`src/rtl/dpf_pkg.sv`:
```
// Shared constants for the digital port function configuration block
package dpf_pkg;
    // Port register frame in the peripheral file
    localparam logic [15:0] FRAME_LO = 16'h1020;
    localparam logic [15:0] FRAME_HI = 16'h102F;
    localparam logic [15:0] ADDR_A_FSH = 16'h1021;
    localparam logic [15:0] ADDR_A_VAL = 16'h1022;
    localparam logic [15:0] ADDR_A_DIR = 16'h1023;
    localparam logic [15:0] ADDR_B_FSH = 16'h1025;
    localparam logic [15:0] ADDR_B_VAL = 16'h1026;
    localparam logic [15:0] ADDR_B_DIR = 16'h1027;
    localparam logic [15:0] ADDR_C_FSH = 16'h1029;
    localparam logic [15:0] ADDR_C_VAL = 16'h102A;
    localparam logic [15:0] ADDR_C_DIR = 16'h102B;
    localparam logic [15:0] ADDR_D_FSL = 16'h102C;
    localparam logic [15:0] ADDR_D_FSH = 16'h102D;
    localparam logic [15:0] ADDR_D_VAL = 16'h102E;
    localparam logic [15:0] ADDR_D_DIR = 16'h102F;
    // Eighth-space chip select window
    localparam logic [15:0] CSE_LO = 16'h2000;
    localparam logic [15:0] CSE_HI = 16'h3FFF;
    // Reset values and the forced microprocessor-mode select value
    localparam logic [7:0] RST_REG = 8'h00;
    localparam logic [7:0] UPRO_FSEL = 8'hFF;
    // Pin positions of the port D control signals
    localparam int PIN_CSE = 7;
    localparam int PIN_RW = 4;
    // Port indices
    localparam int PORT_A = 0;
    localparam int PORT_B = 1;
    localparam int PORT_C = 2;
    localparam int PORT_D = 3;
    // Function select encoding {low, high}
    localparam logic [1:0] SEL_GPIO = 2'h0;
    localparam logic [1:0] SEL_FUNC_A = 2'h1;
    localparam logic [1:0] SEL_FUNC_B = 2'h3;
    // Start-up sequencer states
    typedef enum logic [1:0] {
        ST_SYNC1 = 2'b00,
        ST_SYNC2 = 2'b01,
        ST_LOAD = 2'b10,
        ST_RUN = 2'b11
    } dpf_init_e;
endpackage : dpf_pkg

```
`src/rtl/dpf_sync.sv`:
```
// Two-flop synchroniser for a vector of pin levels
`timescale 1ns/1ns
module dpf_sync #(
    parameter int W = 8
) (
    input wire logic core_clk_i,
    input wire logic rst_n_i,
    input wire logic ce_i,
    input wire logic [W-1:0] d_i,
    output logic [W-1:0] q_o
);
    logic [W-1:0] meta;
    logic [W-1:0] next_meta;
    logic [W-1:0] next_q;

    // First stage feeds only the second stage
    always_comb begin
        next_meta = ce_i ? d_i : meta;
        next_q = ce_i ? meta : q_o;
    end

    // Both stages freeze with the clock enable
    always_ff @(posedge core_clk_i or negedge rst_n_i) begin
        if (!rst_n_i) begin
            meta <= '0;
            q_o <= '0;
        end else begin
            meta <= next_meta;
            q_o <= next_q;
        end
    end
endmodule : dpf_sync

```
`src/rtl/dpf_port_mux.sv`:
```
// Per-pin function multiplexer for one 8-bit port
`timescale 1ns/1ns
module dpf_port_mux #(
    parameter int PORT = 0
) (
    input wire logic [7:0] fsel_low_i,
    input wire logic [7:0] fsel_high_i,
    input wire logic [7:0] value_i,
    input wire logic [7:0] dir_i,
    input wire logic [15:0] exp_addr_i,
    input wire logic [7:0] exp_wdata_i,
    input wire logic exp_rw_i,
    input wire logic exp_active_i,
    output logic [7:0] pin_o,
    output logic [7:0] pin_oe_o
);
    logic cse_hit;

    // Eighth-space window hit during an active external cycle
    assign cse_hit = exp_active_i && (exp_addr_i >= dpf_pkg::CSE_LO) && (exp_addr_i <= dpf_pkg::CSE_HI);

    for (genvar i = 0; i < 8; i++) begin : g_pin
        // One selection per pin, so unused pins stay plain I/O
        always_comb begin
            pin_o[i] = 1'b0;
            pin_oe_o[i] = 1'b0;
            case ({fsel_low_i[i], fsel_high_i[i]})
                dpf_pkg::SEL_GPIO: begin
                    // Value drives, direction enables
                    pin_o[i] = value_i[i];
                    pin_oe_o[i] = dir_i[i];
                end
                dpf_pkg::SEL_FUNC_A, dpf_pkg::SEL_FUNC_B: begin
                    if (PORT == dpf_pkg::PORT_A) begin
                        // Data bus ignores value and direction bits
                        pin_o[i] = exp_wdata_i[i];
                        pin_oe_o[i] = exp_active_i && !exp_rw_i;
                    end else if (PORT == dpf_pkg::PORT_B) begin
                        // Low address byte, output only
                        pin_o[i] = exp_addr_i[i];
                        pin_oe_o[i] = 1'b1;
                    end else if (PORT == dpf_pkg::PORT_C) begin
                        // High address byte, output only
                        pin_o[i] = exp_addr_i[8+i];
                        pin_oe_o[i] = 1'b1;
                    end else if (fsel_low_i[i] == 1'b0 && i == dpf_pkg::PIN_CSE) begin
                        // Chip select is active low
                        pin_o[i] = !cse_hit;
                        pin_oe_o[i] = 1'b1;
                    end else if (fsel_low_i[i] == 1'b0 && i == dpf_pkg::PIN_RW) begin
                        // High for read, low for write
                        pin_o[i] = exp_rw_i;
                        pin_oe_o[i] = 1'b1;
                    end else begin
                        // Other port D bus signals are not built here: pin floats
                        pin_o[i] = 1'b0;
                        pin_oe_o[i] = 1'b0;
                    end
                end
                default: begin
                    // Undefined select code leaves the pin floating
                    pin_o[i] = 1'b0;
                    pin_oe_o[i] = 1'b0;
                end
            endcase
        end
    end
endmodule : dpf_port_mux

```
`src/rtl/dpf_top.sv`:
```
// Digital port function configuration: registers, start-up mode and pin drive
`timescale 1ns/1ns
// Behaviour
// - Microcomputer mode start makes all pins floating inputs
// - Microprocessor start sets every select bit: function B on port D, function A on ports A to C
// - Software selects output, input, function A or B
// - Bus signals enabled per pin, rest stay I/O
// - Memory disabled: port frame accesses go external
// - Registers decoded at their fixed peripheral-file addresses
// - Port A high select bit makes data bus
// - Port D bit 7 function A: eighth-space select
// - Port D bit 4 function A: read/write line
// - Variants without expansion only start in microcomputer mode
// - Bit n of each register controls pin n
// - Select codes: 00 I/O, 01 A, 11 B
module dpf_top #(
    parameter bit HAS_BUS_EXP = 1'b1
) (
    input wire logic core_clk_i,
    input wire logic rst_n_i,
    input wire logic ce_i,
    input wire logic upro_strap_i,
    input wire logic int_mem_dis_i,
    input wire logic [15:0] pf_addr_i,
    input wire logic pf_wr_i,
    input wire logic pf_rd_i,
    input wire logic [7:0] pf_wdata_i,
    output logic [7:0] pf_rdata_o,
    output logic ext_access_o,
    output logic upro_mode_o,
    input wire logic [15:0] exp_addr_i,
    input wire logic [7:0] exp_wdata_i,
    input wire logic exp_rw_i,
    input wire logic exp_active_i,
    input wire logic [7:0] port_a_pin_i,
    output logic [7:0] port_a_pin_o,
    output logic [7:0] port_a_pin_oe_o,
    input wire logic [7:0] port_b_pin_i,
    output logic [7:0] port_b_pin_o,
    output logic [7:0] port_b_pin_oe_o,
    input wire logic [7:0] port_c_pin_i,
    output logic [7:0] port_c_pin_o,
    output logic [7:0] port_c_pin_oe_o,
    input wire logic [7:0] port_d_pin_i,
    output logic [7:0] port_d_pin_o,
    output logic [7:0] port_d_pin_oe_o
);
    dpf_pkg::dpf_init_e st;
    dpf_pkg::dpf_init_e next_st;
    logic upro_take;
    logic next_upro_mode;
    logic strap_sync;
    logic [31:0] pin_in_sync; // Synchronised pin levels, port A in the low byte
    logic [3:0][7:0] fsel_high; // Second select per port
    logic [7:0] fsel_low_d; // First select, port D only
    logic [3:0][7:0] value; // Stored output values
    logic [3:0][7:0] dir; // Directions, 1 = output
    logic [3:0][7:0] next_fsel_high;
    logic [7:0] next_fsel_low_d;
    logic [3:0][7:0] next_value;
    logic [3:0][7:0] next_dir;
    logic [3:0][7:0] fsel_low; // Zero for ports without a first select
    logic [3:0][7:0] mux_o;
    logic [3:0][7:0] mux_oe;
    logic in_frame;
    logic int_acc; // Access served by the internal registers
    logic [7:0] rd_mux;
    logic [7:0] next_rdata;
    logic next_ext;

    // Strap and pins come from outside and are synchronised
    dpf_sync #(.W(1)) u_strap_sync (
        .core_clk_i(core_clk_i),
        .rst_n_i(rst_n_i),
        .ce_i(ce_i),
        .d_i(upro_strap_i),
        .q_o(strap_sync)
    );
    dpf_sync #(.W(32)) u_pin_sync (
        .core_clk_i(core_clk_i),
        .rst_n_i(rst_n_i),
        .ce_i(ce_i),
        .d_i({port_d_pin_i, port_c_pin_i, port_b_pin_i, port_a_pin_i}),
        .q_o(pin_in_sync)
    );

    // Variants without expansion never honour the strap
    assign upro_take = HAS_BUS_EXP && strap_sync;

    // Start-up sequencer: wait for the strap to pass the synchroniser, then load
    // The strap is looked at once, in LOAD; a later change waits for the next reset
    always_comb begin
        next_st = st;
        next_upro_mode = upro_mode_o;
        if (ce_i) begin
            case (st)
                dpf_pkg::ST_SYNC1: next_st = dpf_pkg::ST_SYNC2;
                dpf_pkg::ST_SYNC2: next_st = dpf_pkg::ST_LOAD;
                dpf_pkg::ST_LOAD: begin
                    next_st = dpf_pkg::ST_RUN;
                    next_upro_mode = upro_take;
                end
                dpf_pkg::ST_RUN: next_st = dpf_pkg::ST_RUN;
                default: next_st = dpf_pkg::ST_SYNC1;
            endcase
        end
    end

    always_ff @(posedge core_clk_i or negedge rst_n_i) begin
        if (!rst_n_i) begin
            st <= dpf_pkg::ST_SYNC1;
            upro_mode_o <= 1'b0;
        end else begin
            st <= next_st;
            upro_mode_o <= next_upro_mode;
        end
    end

    // Accesses made before start-up has finished are ignored on purpose
    // Frame decode; with internal memory off the frame belongs to the outside
    assign in_frame = (pf_addr_i >= dpf_pkg::FRAME_LO) && (pf_addr_i <= dpf_pkg::FRAME_HI);
    assign int_acc = in_frame && !int_mem_dis_i && (st == dpf_pkg::ST_RUN);

    // Register writes; writes during start-up are dropped
    // Unmapped frame slots are simply ignored, no error is raised
    always_comb begin
        next_fsel_high = fsel_high;
        next_fsel_low_d = fsel_low_d;
        next_value = value;
        next_dir = dir;
        if (ce_i && st == dpf_pkg::ST_LOAD && upro_take) begin
            // Every select bit forced: function B on port D pins, function A on ports A to C
            next_fsel_high = {4{dpf_pkg::UPRO_FSEL}};
            next_fsel_low_d = dpf_pkg::UPRO_FSEL;
        end else if (ce_i && int_acc && pf_wr_i) begin
            case (pf_addr_i)
                dpf_pkg::ADDR_A_FSH: next_fsel_high[dpf_pkg::PORT_A] = pf_wdata_i;
                dpf_pkg::ADDR_A_VAL: next_value[dpf_pkg::PORT_A] = pf_wdata_i;
                dpf_pkg::ADDR_A_DIR: next_dir[dpf_pkg::PORT_A] = pf_wdata_i;
                dpf_pkg::ADDR_B_FSH: next_fsel_high[dpf_pkg::PORT_B] = pf_wdata_i;
                dpf_pkg::ADDR_B_VAL: next_value[dpf_pkg::PORT_B] = pf_wdata_i;
                dpf_pkg::ADDR_B_DIR: next_dir[dpf_pkg::PORT_B] = pf_wdata_i;
                dpf_pkg::ADDR_C_FSH: next_fsel_high[dpf_pkg::PORT_C] = pf_wdata_i;
                dpf_pkg::ADDR_C_VAL: next_value[dpf_pkg::PORT_C] = pf_wdata_i;
                dpf_pkg::ADDR_C_DIR: next_dir[dpf_pkg::PORT_C] = pf_wdata_i;
                dpf_pkg::ADDR_D_FSL: next_fsel_low_d = pf_wdata_i;
                dpf_pkg::ADDR_D_FSH: next_fsel_high[dpf_pkg::PORT_D] = pf_wdata_i;
                dpf_pkg::ADDR_D_VAL: next_value[dpf_pkg::PORT_D] = pf_wdata_i;
                dpf_pkg::ADDR_D_DIR: next_dir[dpf_pkg::PORT_D] = pf_wdata_i;
                default: next_value = value; // Unused frame slots ignore writes
            endcase
        end
    end

    // Reset leaves every pin a floating general-purpose input
    always_ff @(posedge core_clk_i or negedge rst_n_i) begin
        if (!rst_n_i) begin
            fsel_high <= {4{dpf_pkg::RST_REG}};
            fsel_low_d <= dpf_pkg::RST_REG;
            value <= {4{dpf_pkg::RST_REG}};
            dir <= {4{dpf_pkg::RST_REG}};
        end else begin
            fsel_high <= next_fsel_high;
            fsel_low_d <= next_fsel_low_d;
            value <= next_value;
            dir <= next_dir;
        end
    end

    // Only port D has a first select register
    assign fsel_low = {fsel_low_d, 24'h000000};

    // One multiplexer per port, bit n steering pin n
    for (genvar p = 0; p < 4; p++) begin : g_port
        dpf_port_mux #(.PORT(p)) u_mux (
            .fsel_low_i(fsel_low[p]),
            .fsel_high_i(fsel_high[p]),
            .value_i(value[p]),
            .dir_i(dir[p]),
            .exp_addr_i(exp_addr_i),
            .exp_wdata_i(exp_wdata_i),
            .exp_rw_i(exp_rw_i),
            .exp_active_i(exp_active_i),
            .pin_o(mux_o[p]),
            .pin_oe_o(mux_oe[p])
        );
    end

    // Read mux: an input pin returns its live level, any other the stored bit
    // Reads never change state, so polling a port is always safe
    always_comb begin
        rd_mux = 8'h00;
        for (int p = 0; p < 4; p++) begin
            if (pf_addr_i == dpf_pkg::ADDR_A_FSH + 16'(4 * p)) begin
                rd_mux = fsel_high[p];
            end else if (pf_addr_i == dpf_pkg::ADDR_A_VAL + 16'(4 * p)) begin
                rd_mux = (value[p] & (dir[p] | fsel_high[p] | fsel_low[p]))
                    | (pin_in_sync[8*p +: 8] & ~(dir[p] | fsel_high[p] | fsel_low[p]));
            end else if (pf_addr_i == dpf_pkg::ADDR_A_DIR + 16'(4 * p)) begin
                rd_mux = dir[p];
            end
        end
        if (pf_addr_i == dpf_pkg::ADDR_D_FSL) begin
            rd_mux = fsel_low_d;
        end
    end

    // Read data holds until the next read; external frame accesses are flagged
    always_comb begin
        next_rdata = pf_rdata_o;
        next_ext = ext_access_o;
        if (ce_i) begin
            next_ext = in_frame && int_mem_dis_i && (pf_rd_i || pf_wr_i);
            if (int_acc && pf_rd_i) begin
                next_rdata = rd_mux;
            end
        end
    end

    always_ff @(posedge core_clk_i or negedge rst_n_i) begin
        if (!rst_n_i) begin
            pf_rdata_o <= 8'h00;
            ext_access_o <= 1'b0;
        end else begin
            pf_rdata_o <= next_rdata;
            ext_access_o <= next_ext;
        end
    end

    // Pin drivers are registered so the pads never see mux glitches
    // The clock enable freezes the pads too, so a halted core leaves them steady
    always_ff @(posedge core_clk_i or negedge rst_n_i) begin
        if (!rst_n_i) begin
            port_a_pin_o <= 8'h00;
            port_a_pin_oe_o <= 8'h00;
            port_b_pin_o <= 8'h00;
            port_b_pin_oe_o <= 8'h00;
            port_c_pin_o <= 8'h00;
            port_c_pin_oe_o <= 8'h00;
            port_d_pin_o <= 8'h00;
            port_d_pin_oe_o <= 8'h00;
        end else if (ce_i) begin
            port_a_pin_o <= mux_o[dpf_pkg::PORT_A];
            port_a_pin_oe_o <= mux_oe[dpf_pkg::PORT_A];
            port_b_pin_o <= mux_o[dpf_pkg::PORT_B];
            port_b_pin_oe_o <= mux_oe[dpf_pkg::PORT_B];
            port_c_pin_o <= mux_o[dpf_pkg::PORT_C];
            port_c_pin_oe_o <= mux_oe[dpf_pkg::PORT_C];
            port_d_pin_o <= mux_o[dpf_pkg::PORT_D];
            port_d_pin_oe_o <= mux_oe[dpf_pkg::PORT_D];
        end
    end
endmodule : dpf_top

```
`config.mk`:
```
export PLATFORM = sky130hd
export DESIGN_NAME = dpf_top
export DESIGN_NICKNAME = d
export VERILOG_FILES = /design/src/rtl/dpf_pkg.sv /design/src/rtl/dpf_sync.sv /design/src/rtl/dpf_port_mux.sv /design/src/rtl/dpf_top.sv
export SDC_FILE = /design/constraint.sdc
export NUM_CORES = 1
export LEC_CHECK = 0
export BUFFER_PORTS_ARGS = -buffer_cell sky130_fd_sc_hd__clkbuf_2
export CAP_MARGIN = 20
export CORE_ASPECT_RATIO = 0.75
export CORE_MARGIN = 2
export CORE_UTILIZATION = 34
export CTS_BUF_LIST = sky130_fd_sc_hd__clkbuf_8
export DETAILED_ROUTE_END_ITERATION = 6
export SLEW_MARGIN = 20
export SYNTH_ARGS = -nofsm -noshare
export SYNTH_HDL_FRONTEND = slang
export SYNTH_SLANG_ARGS = --single-unit
```
`constraint.sdc`:
```
create_clock -name core_clk_i -period 2.1 [get_ports core_clk_i]
set_input_delay 0.105 -clock core_clk_i [delete_from_list [all_inputs] [get_ports core_clk_i]]
set_output_delay 0.105 -clock core_clk_i [all_outputs]
set_load 0.02 [all_outputs]
```
==> results of run 1 <==
-- layout by cell type (no fill, tap or decap), types with 5 or more instances in the layout --
master	netlist	final
o32a_1	5	5
nor3_1	10	10
nand3_1	49	49
o22ai_1	10	10
and2_1	6	6
nand2b_1	9	9
dfrtp_1	246	246
dlygate4sd3_1	0	61
and3_1	5	5
nand4_1	10	10
clkbuf_8	0	49
buf_12	0	14
a22oi_1	6	6
inv_1	23	37
buf_4	2	97
o21ai_0	27	27
or3_1	8	8
o32ai_1	9	9
a211oi_1	5	5
clkbuf_2	0	160
a21oi_1	77	77
o211ai_1	10	10
nor4_2	6	6
nor2_1	99	99
mux2i_1	63	63
a32oi_1	5	5
mux2_2	138	138
nor2b_1	6	6
nand2_1	91	91
a31oi_1	5	5
-- worst min path at each step --
stage,endpoint,start,cells past startpoint
after floorplan,dir[0],rst_n_i,0
after CTS,ext_access_o,pf_rd_i,3
after global placement,u_pin_sync.q_o[27],rst_n_i,1
after global routing,ext_access_o,pf_rd_i,3
final,ext_access_o,pf_rd_i,3
after detailed placement,u_pin_sync.q_o[27],rst_n_i,1
-- tightest hold or removal path, cell delays in order --
cell and delay [ns]:
clkbuf_2 0.13, o2111ai_1 0.19, o21ai_0 0.12
-- metrics by stage --
stage	power, µW	area (µm²)
after floorplan	6760	11700
after global placement	7650	13800
after detailed placement	7690	13800
after CTS	11800	15200
after global routing	12300	15200
final	11700	15200
-- logic make-up (layout without fill, tap and decap cells) --
group	after synthesis	in the layout	synth area share, %
buffers and inverters	97	423	3.44
AOI/OAI and AO/OA	193	193	10.6
DFF	246	246	52.5
and+or+nand+nor	333	333	14.8
muxes	201	201	18.6
-- flip-flops by register name, summed over array words and instances (netlist names), 32 cells and up --
register	count
fsel_high	32
u_pin_sync.q_o	32
value	32
u_pin_sync.meta	32
dir	32
-- where the power goes --
| part | leakage [µW] | switching, µW | internal [µW] | total (µW) |
|---|---|---|---|---|
| registers | 0.00314 | 468 | 5220 | 5690 |
| clock network | 0.000439 | 1910 | 2090 | 4010 |
| logic | 0.00361 | 1100 | 905 | 2000 |
-- layout make-up --
class | count | area [µm²] | area share [%]
Inverter | 23 | 86.3 | 0.570
Tap cell | 450 | 563 | 3.71
Clock inverter | 17 | 71.3 | 0.470
Clock buffer | 49 | 674 | 4.45
Sequential cell | 246 | 6160 | 40.6
Multi-Input combinational cell | 727 | 5160 | 34.0
Timing Repair Buffer | 334 | 2450 | 16.1
-- routing by layer --
layer	track usage (%)	vias to the layer above	wire [µm]
met1	31.2	4752	18200
met3	4.00	44	2230
met2	32.0	302	16600
li1	-	4478	-
met5	0	-	0
met4	4.17	0	516
-- what timing repair did --
action / 4_1_cts / 5_1_grt
setup endpoints to repair: 0 / 1
gates resized for setup: 0 / 1
endpoints found under the hold margin: 240 / 0
hold buffers: 61 / 0
==> flow_metrics.py, run 1 <==
metrics = {
    "timing": {
        "period_needed_ns": 2.03,
        "skew_ns": 0.0174,
        "fin_ws_ns": 0.0651,
        "tightest_slew_ns": 0.638,
        "final_hold_viol_count": 0,
        "rsz0062_at_grt": "no",
        "max_freq_mhz": 491,
        "fin_setup_tns_ns": 0,
        "hold_ws_ns": 0.0433,
        "timing.slew.headroom_pct": 56.9,
        "drv_slew": 0,
        "period_share_pct": 96.9,
        "setup_viol": 0,
    },
    "power_and_ir_drop": {
        "ir_drop_v": 0.000569,
        "leakagePower_uw": 0.00719,
        "power.density_cell_area_nw_per_um2": 772,
    },
    "route": {
        "ant_nets": 0,
        "drt_iter0_drc": 756,
        "route.detailed.drc": 0,
        "drtPass1Iterations": 7,
        "vias": 9576,
        "wl_mm": 37.5,
        "via_per_inst": 5.19,
        "avgRoutedWirePerCell_um": 20.3,
    },
    "clocking": {
        "cts_setup_buffers": 0,
        "cts.sinks": 246,
        "clockBufferDepth": 3,
        "clk-insertion-delay-late_ns": 0.54,
        "cts.root.buffer_cell": "clkbuf_8",
        "ctsHtreeMaxLevel": 2,
        "cts_tree": "yes",
        "clk_pin_slew_ns": 0.06,
        "numCtsBuffers": 41,
    },
    "layout": {
        "areaGrowthSynthToFinish_pct": 29.4,
        "final.fill_count": 3237,
        "layout.nets": 1462,
        "final_layout_size_suffix_gt1_share_pct": 34.9,
        "fin_util_pct": 44.9,
        "layoutNonFillerInstCount": 1846,
        "diodes": 0,
    },
    "setup_path": {
        "critPathKind": "flip-flop to flip-flop",
        "r2r_slack_ns": 0.07,
        "worstReg2RegStart": "dir[8]",
        "arrival_ns": 2.45,
        "worst-path-buf-inv": 0,
        "crit_chain": "nor2_1 -> mux2_2 -> o32ai_1 -> a221oi_1 -> a2111oi_0 -> nor2_1",
        "critPathMostFrequentCell": "nor2_1",
        "worst_path_max_delay_cell": "dfrtp_1",
        "endpoint_kind": "flip-flop",
        "r2r-end": "pf_rdata_o[0]",
        "cp.required_ns": 2.52,
        "path_depth": 6,
        "crit_start": "dir[8]",
        "start_kind": "flip-flop",
        "cp_max_fo": 4,
        "ff2ff_path_depth": 6,
        "path_delay_family": "compound AO/OA/AOI/OAI gates",
        "crit_end": "pf_rdata_o[0]",
        "critPathMaxStageDelay_ns": 0.42,
    },
    "min_path": {
        "hold_path_class": "input pin to flip-flop",
    },
    "grt": {
        "antenna_found_initial": 0,
        "grt_pass1_wl_mm": 57.4,
        "grt_util_all_layers_pct": 21.1,
        "grt_pass1_vias": 9572,
        "grt_overflow": 0,
        "grt_max_degree": 141,
    },
    "yosys": {
        "synth_edf_count": 0,
        "yosysWarningCount": 0,
        "yosysTopAreaCellShare_pct": 52.5,
        "syn_area_per_cell_um2": 11.0,
        "synth-seq-cells": 246,
        "synth-seq-area-share_pct": 52.5,
        "synth_nets": 1159,
        "synthArstFlopShare_pct": 100,
        "synthCells": 1070,
        "synth_top_flop_cell": "dfrtp_1",
        "synthTopCellsByArea": "dfrtp_1 (53%), mux2_2 (13%), mux2i_1 (5.4%)",
        "yosys-top-cells-count": "dfrtp_1 (246), mux2_2 (138), nor2_1 (99)",
        "yosysUniqueCellTypes": 66,
        "yosys.area.top_type": "dfrtp_1",
        "syn_area_um2": 11700,
        "synth.most_common_cell": "dfrtp_1",
    },
    "die": {
        "die_h_um": 165,
        "fp.dieW_um": 218,
        "rows": 58,
        "pin_count": 163,
        "design.core.area_um2": 33700,
        "initial_core_util_pct": 34.7,
        "design.die.area_um2": 36000,
    },
    "placement": {
        "place_ws_ns": -0.108,
        "dp.cells": 1719,
        "globalplace.congestion": 0.899,
        "detailed_place_hpwl_mm": 27.6,
        "port_buffers": 162,
    },
    "run": {
        "drv_cap": 0,
    },
    "run_status": {
        "status": "completed",
    },
}
No activity file was read; power rests on OpenSTA's default activity.
==> inputs of run 2 (changes only) <==
- clock period: 2.1 -> 2 ns (I/O delays scaled with it)
==> run 2 against run 1 <==
Net effect: clock skew rose by 0.028 ns; via count rose by 2.1%; critical path depth rose by 1; total power rose by 8.0%; global-route usage rose by 0.30 points; register-to-register slack improved by 0.06 ns; flip-flop and latch count did not move; core utilization rose by 0.77 points; final area rose by 1.7%; wire length rose by 1.1%; first-iteration DRC count rose by 16%; worst hold slack got worse by 0.0040 ns.
==> flow_metrics.py, run 2 (synthesis results as in run 1) <==
metrics = {
    "run_status": {
        "status": "completed",
    },
    "power_and_ir_drop": {
        "total_power_uw": 12600,
        "power.density_cell_area_nw_per_um2": 819,
        "leakagePower_uw": 0.00735,
        "ir_drop_v": 0.000501,
    },
    "layout": {
        "mostFrequentLayoutCells": "dfrtp_1 (246), clkbuf_2 (160), mux2_2 (138)",
        "seq_area_um2": 6160,
        "diodes": 0,
        "final_common_cell": "dfrtp_1",
        "layout.nets": 1484,
        "areaGrowthSynthToFinish_pct": 31.6,
        "final.fill_count": 3174,
        "final_layout_size_suffix_gt1_share_pct": 35.8,
        "multi_input_area_um2": 5160,
    },
    "clocking": {
        "clk-insertion-delay-late_ns": 0.59,
        "ctsHtreeMaxLevel": 2,
        "cts_setup_buffers": 0,
        "clk_pin_slew_ns": 0.07,
        "clockBufferDepth": 3,
        "numCtsBuffers": 41,
        "cts_tree": "yes",
        "cts.root.buffer_cell": "clkbuf_8",
        "cts.sinks": 246,
    },
    "timing": {
        "hold_ws_ns": 0.0393,
        "tightest_slew_ns": 0.879,
        "rsz0062_at_grt": "no",
        "skew_ns": 0.0456,
        "timing.slew.headroom_pct": 41.4,
        "setup_viol": 0,
        "period_needed_ns": 1.88,
        "drv_slew": 0,
        "max_freq_mhz": 532,
        "final_hold_viol_count": 0,
        "period_share_pct": 94.0,
    },
    "die": {
        "initial_core_util_pct": 34.7,
        "die_h_um": 165,
        "rows": 58,
        "pin_count": 163,
        "design.die.area_um2": 36000,
        "design.core.area_um2": 33700,
        "fp.dieW_um": 218,
    },
    "placement": {
        "detailed_place_hpwl_mm": 27.9,
        "globalplace.congestion": 0.918,
        "port_buffers": 162,
    },
    "route": {
        "drtPass1Iterations": 5,
        "via_per_inst": 5.21,
        "ant_nets": 0,
        "wl_mm": 37.9,
        "drt_iter0_drc": 874,
        "route.detailed.drc": 0,
        "vias": 9780,
        "avgRoutedWirePerCell_um": 20.2,
    },
    "grt": {
        "grt_util_all_layers_pct": 21.4,
        "grt_pass1_vias": 9936,
        "antenna_found_initial": 1,
        "grt_max_degree": 198,
        "grt_pass1_wl_mm": 58.6,
        "grt_overflow": 0,
    },
    "setup_path": {
        "endpoint_kind": "flip-flop",
        "critPathMaxStageDelay_ns": 0.34,
        "crit_chain": "and4b_1 -> buf_4 -> and3_1 -> buf_4 -> nand2_1 -> nand2_1 -> nand3_1",
        "worst_path_max_delay_cell": "dfrtp_1",
        "arrival_ns": 2.31,
        "critPathKind": "flip-flop to flip-flop",
        "cp_max_fo": 11,
        "start_kind": "flip-flop",
        "cp.required_ns": 2.43,
    },
    "min_path": {
        "hold_path_class": "input pin to flip-flop",
    },
    "run": {
        "drv_cap": 0,
    },
}
==> run 2: cell count changes in the layout (fill, tap and decap cells not counted), moves of 2 or more <==
cell / change
buf_4: +19
bufinv_16: +2
clkbuf_8: -2
clkinvlp_4: +2
dlygate4sd3_1: +2
inv_1: +5
inv_6: +2
==> run 2: final timing paths <==
check	start	end	slack [ns]	cells past startpoint
max in group asynchronous	rst_n_i	port_c_pin_o[4]	1.20	3
worst max-delay path	st[0]	fsel_low_d[7]	0.12	7
worst max register to register	st[0]	fsel_low_d[7]	0.12	7
worst min register to register	u_pin_sync.meta[25]	u_pin_sync.q_o[25]	0.50	2
min in group asynchronous	rst_n_i	u_pin_sync.meta[24]	0.05	2
worst min-delay path	pf_wdata_i[2]	fsel_low_d[2]	0.04	3
==> run 2: final cells by class <==
| class | instances | area share (%) |
|---|---|---|
| Timing Repair Buffer | 356 | 17.1 |
| Clock buffer | 47 | 4.20 |
| Tap cell | 450 | 3.65 |
| Multi-Input combinational cell | 727 | 33.5 |
| Inverter | 23 | 0.560 |
| Clock inverter | 27 | 1.13 |
| Sequential cell | 246 | 39.9 |
==> run 2: where the power goes <==
part	internal, µW	switching [µW]	total (µW)
registers	5480	470	5950
clock network	2420	2080	4490
logic	994	1190	2190
total	8890	3740	12600
==> run 2: worst max-delay path: cells and delay by family, from the launching register on <==
family                 cells  cell delay (ns)
and+or+nand+nor            5             1.04
buffers and inverters      2             0.37
DFF                        1             0.34
==> run 2: metal layers <==
metal	GRT usage, %	part of all wire (%)	up-vias
li1	-	-	4533
met1	30.4	47	4868
met2	32.5	44	314
met3	5.23	7.3	65
met4	5.60	2.0	0
met5	0	0	-
==> run 2: repair_timing <==
| action | CTS | global route |
|---|---|---|
| endpoints found under the hold margin | 308 | 0 |
| hold buffers | 63 | 0 |
| endpoints found under the setup margin | 0 | 1 |
| gates resized for setup | 0 | 1 |
==> run 2: per-stage QoR <==
stage	setup WS (ns)	instance area (µm²)	cells	utilization, %	setup TNS, ns
floorplan	0.0950	11700	1070	-	0
global placement	-0.269	14000	1739	41.4	-9.82
detailed placement	-0.293	14000	1739	41.4	-12.24
CTS	0.112	15400	1876	45.7	0
global route	0.0295	15400	1876	45.7	0
finish	0.121	15400	1876	45.7	0
==> inputs of run 3 (changes only) <==
- CTS_BUF_LIST: sky130_fd_sc_hd__clkbuf_8 -> default
==> run 3 against run 2 <==
Net effect: highest routed layer unchanged; critical endpoint is now pf_rdata_o[5]; core utilization decreased by 0.17 points; sequential share of layout area increased by 0.15 points; sequential power about the same; maximum frequency decreased by 0.44%; register-to-register slack about the same.
==> flow_metrics.py, run 3 (synthesis results as in run 1) <==
metrics = {
    "layout": {
        "areaGrowthSynthToFinish_pct": 31.1,
        "final_common_cell": "dfrtp_1",
        "layout.nets": 1466,
        "design_area_um2": 15400,
        "mostFrequentLayoutCells": "dfrtp_1 (246), clkbuf_2 (160), mux2_2 (138)",
        "final_layout_size_suffix_gt1_share_pct": 35.3,
    },
    "timing": {
        "period_needed_ns": 1.89,
        "drv_slew": 0,
        "max_freq_mhz": 530,
        "tightest_slew_ns": 0.879,
        "fin_setup_tns_ns": 0,
        "skew_ns": 0.0107,
        "timing.slew.headroom_pct": 41.4,
        "final_hold_viol_count": 0,
        "rsz0062_at_grt": "no",
        "hold_ws_ns": 0.0137,
        "period_share_pct": 94.4,
        "setup_viol": 0,
    },
    "placement": {
        "detailed_place_hpwl_mm": 27.9,
        "post_dp_cell_area_um2": 14000,
        "port_buffers": 162,
        "globalplace.congestion": 0.918,
    },
    "clocking": {
        "numCtsBuffers": 25,
        "ctsHtreeMaxLevel": 1,
        "cts.root.buffer_cell": "clkbuf_16",
        "clk-insertion-delay-late_ns": 0.55,
        "clk_pin_slew_ns": 0.06,
        "cts_resized": 0,
        "cts_tree": "yes",
        "clockBufferDepth": 3,
        "cts.sinks": 246,
    },
    "route": {
        "wl_mm": 37.5,
        "route.detailed.drc": 0,
        "drt_iter0_drc": 862,
        "vias": 9646,
        "avgRoutedWirePerCell_um": 20.3,
        "via_per_inst": 5.23,
        "ant_nets": 0,
        "drtPass1Iterations": 5,
    },
    "die": {
        "initial_core_util_pct": 34.7,
        "die_h_um": 165,
        "design.die.area_um2": 36000,
        "pin_count": 163,
        "fp.dieW_um": 218,
        "design.core.area_um2": 33700,
        "rows": 58,
    },
    "setup_path": {
        "cp_max_fo": 4,
        "cp.required_ns": 2.47,
        "arrival_ns": 2.36,
        "crit_start": "fsel_high[13]",
        "worstReg2RegStart": "fsel_high[13]",
        "start_kind": "flip-flop",
        "endpoint_kind": "flip-flop",
        "critPathKind": "flip-flop to flip-flop",
    },
    "grt": {
        "antenna_found_initial": 1,
        "grt_max_degree": 198,
        "grt_pass1_wl_mm": 58.1,
        "grt_pass1_vias": 9773,
        "grt_overflow": 0,
        "grt_util_all_layers_pct": 21.1,
    },
    "power_and_ir_drop": {
        "leakagePower_uw": 0.00724,
        "ir_drop_v": 0.000544,
        "power.density_cell_area_nw_per_um2": 826,
    },
    "min_path": {
        "hold_start": "exp_rw_i",
        "hold_path_class": "input pin to flip-flop",
    },
    "run_status": {
        "status": "completed",
    },
    "run": {
        "drv_cap": 0,
    },
}
[run 3: cell count changes in the layout (fill, tap and decap cells not counted), moves of 2 or more]
cell	previous run	this run
clkbuf_16	0	25
clkinvlp_4	2	0
dlygate4sd3_1	63	61
inv_1	42	23
bufinv_16	2	0
clkbuf_1	0	5
clkbuf_8	47	7
[run 3: metrics by stage]
stage	power, µW	setup slack, ns	util (%)	std cells
after global placement	8100	-0.269	41.4	1739
final	12700	0.113	45.5	1843
after detailed placement	8130	-0.293	41.4	1739
after floorplan	7100	0.0950	-	1070
after CTS	12800	0.129	45.5	1842
after global routing	13300	0.0169	45.5	1842
[run 3: report_power, final]
group | switching, µW | leakage (µW) | internal, µW
sequential | 466 | 0.00314 | 5480
clock | 1990 | 0.000390 | 2560
combinational | 1190 | 0.00372 | 991
total | 3650 | 0.00724 | 9040
[run 3: worst max-delay path, cell delays in order, from the launching register on]
cell,delay [ns]
dfrtp_1,0.43
nor2_1,0.26
mux2i_1,0.19
or3_1,0.38
a21oi_1,0.24
o22ai_1,0.13
a31oi_1,0.17
[run 3: per-layer routing]
metal  up-vias  global-route usage, %  share of wire, %
met5         -                      0                 0
met4         0                   4.21               1.8
met3        49                   4.81               7.6
met2       327                   32.5                44
met1      4781                   30.4                46
li1       4489                      -                 -
[run 3: worst paths after layout]
kind                                      endpoint  slack [ns]  depth (start not counted)
worst max-delay path                 pf_rdata_o[5]        0.11                          6
worst min-delay path               port_d_pin_o[4]        0.01                          4
worst max register to register       pf_rdata_o[5]        0.11                          6
worst min register to register  u_pin_sync.q_o[25]        0.49                          2
max in group asynchronous          port_c_pin_o[0]        1.19                          3
min in group asynchronous       u_pin_sync.q_o[25]        0.06                          2
[run 3: area by class of cell]
| type | instances | area (µm²) |
|---|---|---|
| Tap cell | 450 | 563 |
| Clock buffer | 37 | 741 |
| Antenna cell | 1 | 2.50 |
| Clock inverter | 5 | 43.8 |
| Timing Repair Buffer | 354 | 2610 |
| Sequential cell | 246 | 6160 |
| Inverter | 23 | 86.3 |
| Fill cell | 3167 | 18400 |
| Multi-Input combinational cell | 727 | 5160 |
[run 3: what timing repair did]
action / CTS / global route
hold endpoints to repair: 249 / 0
hold buffers: 61 / 0
setup buffers: 0 / 0
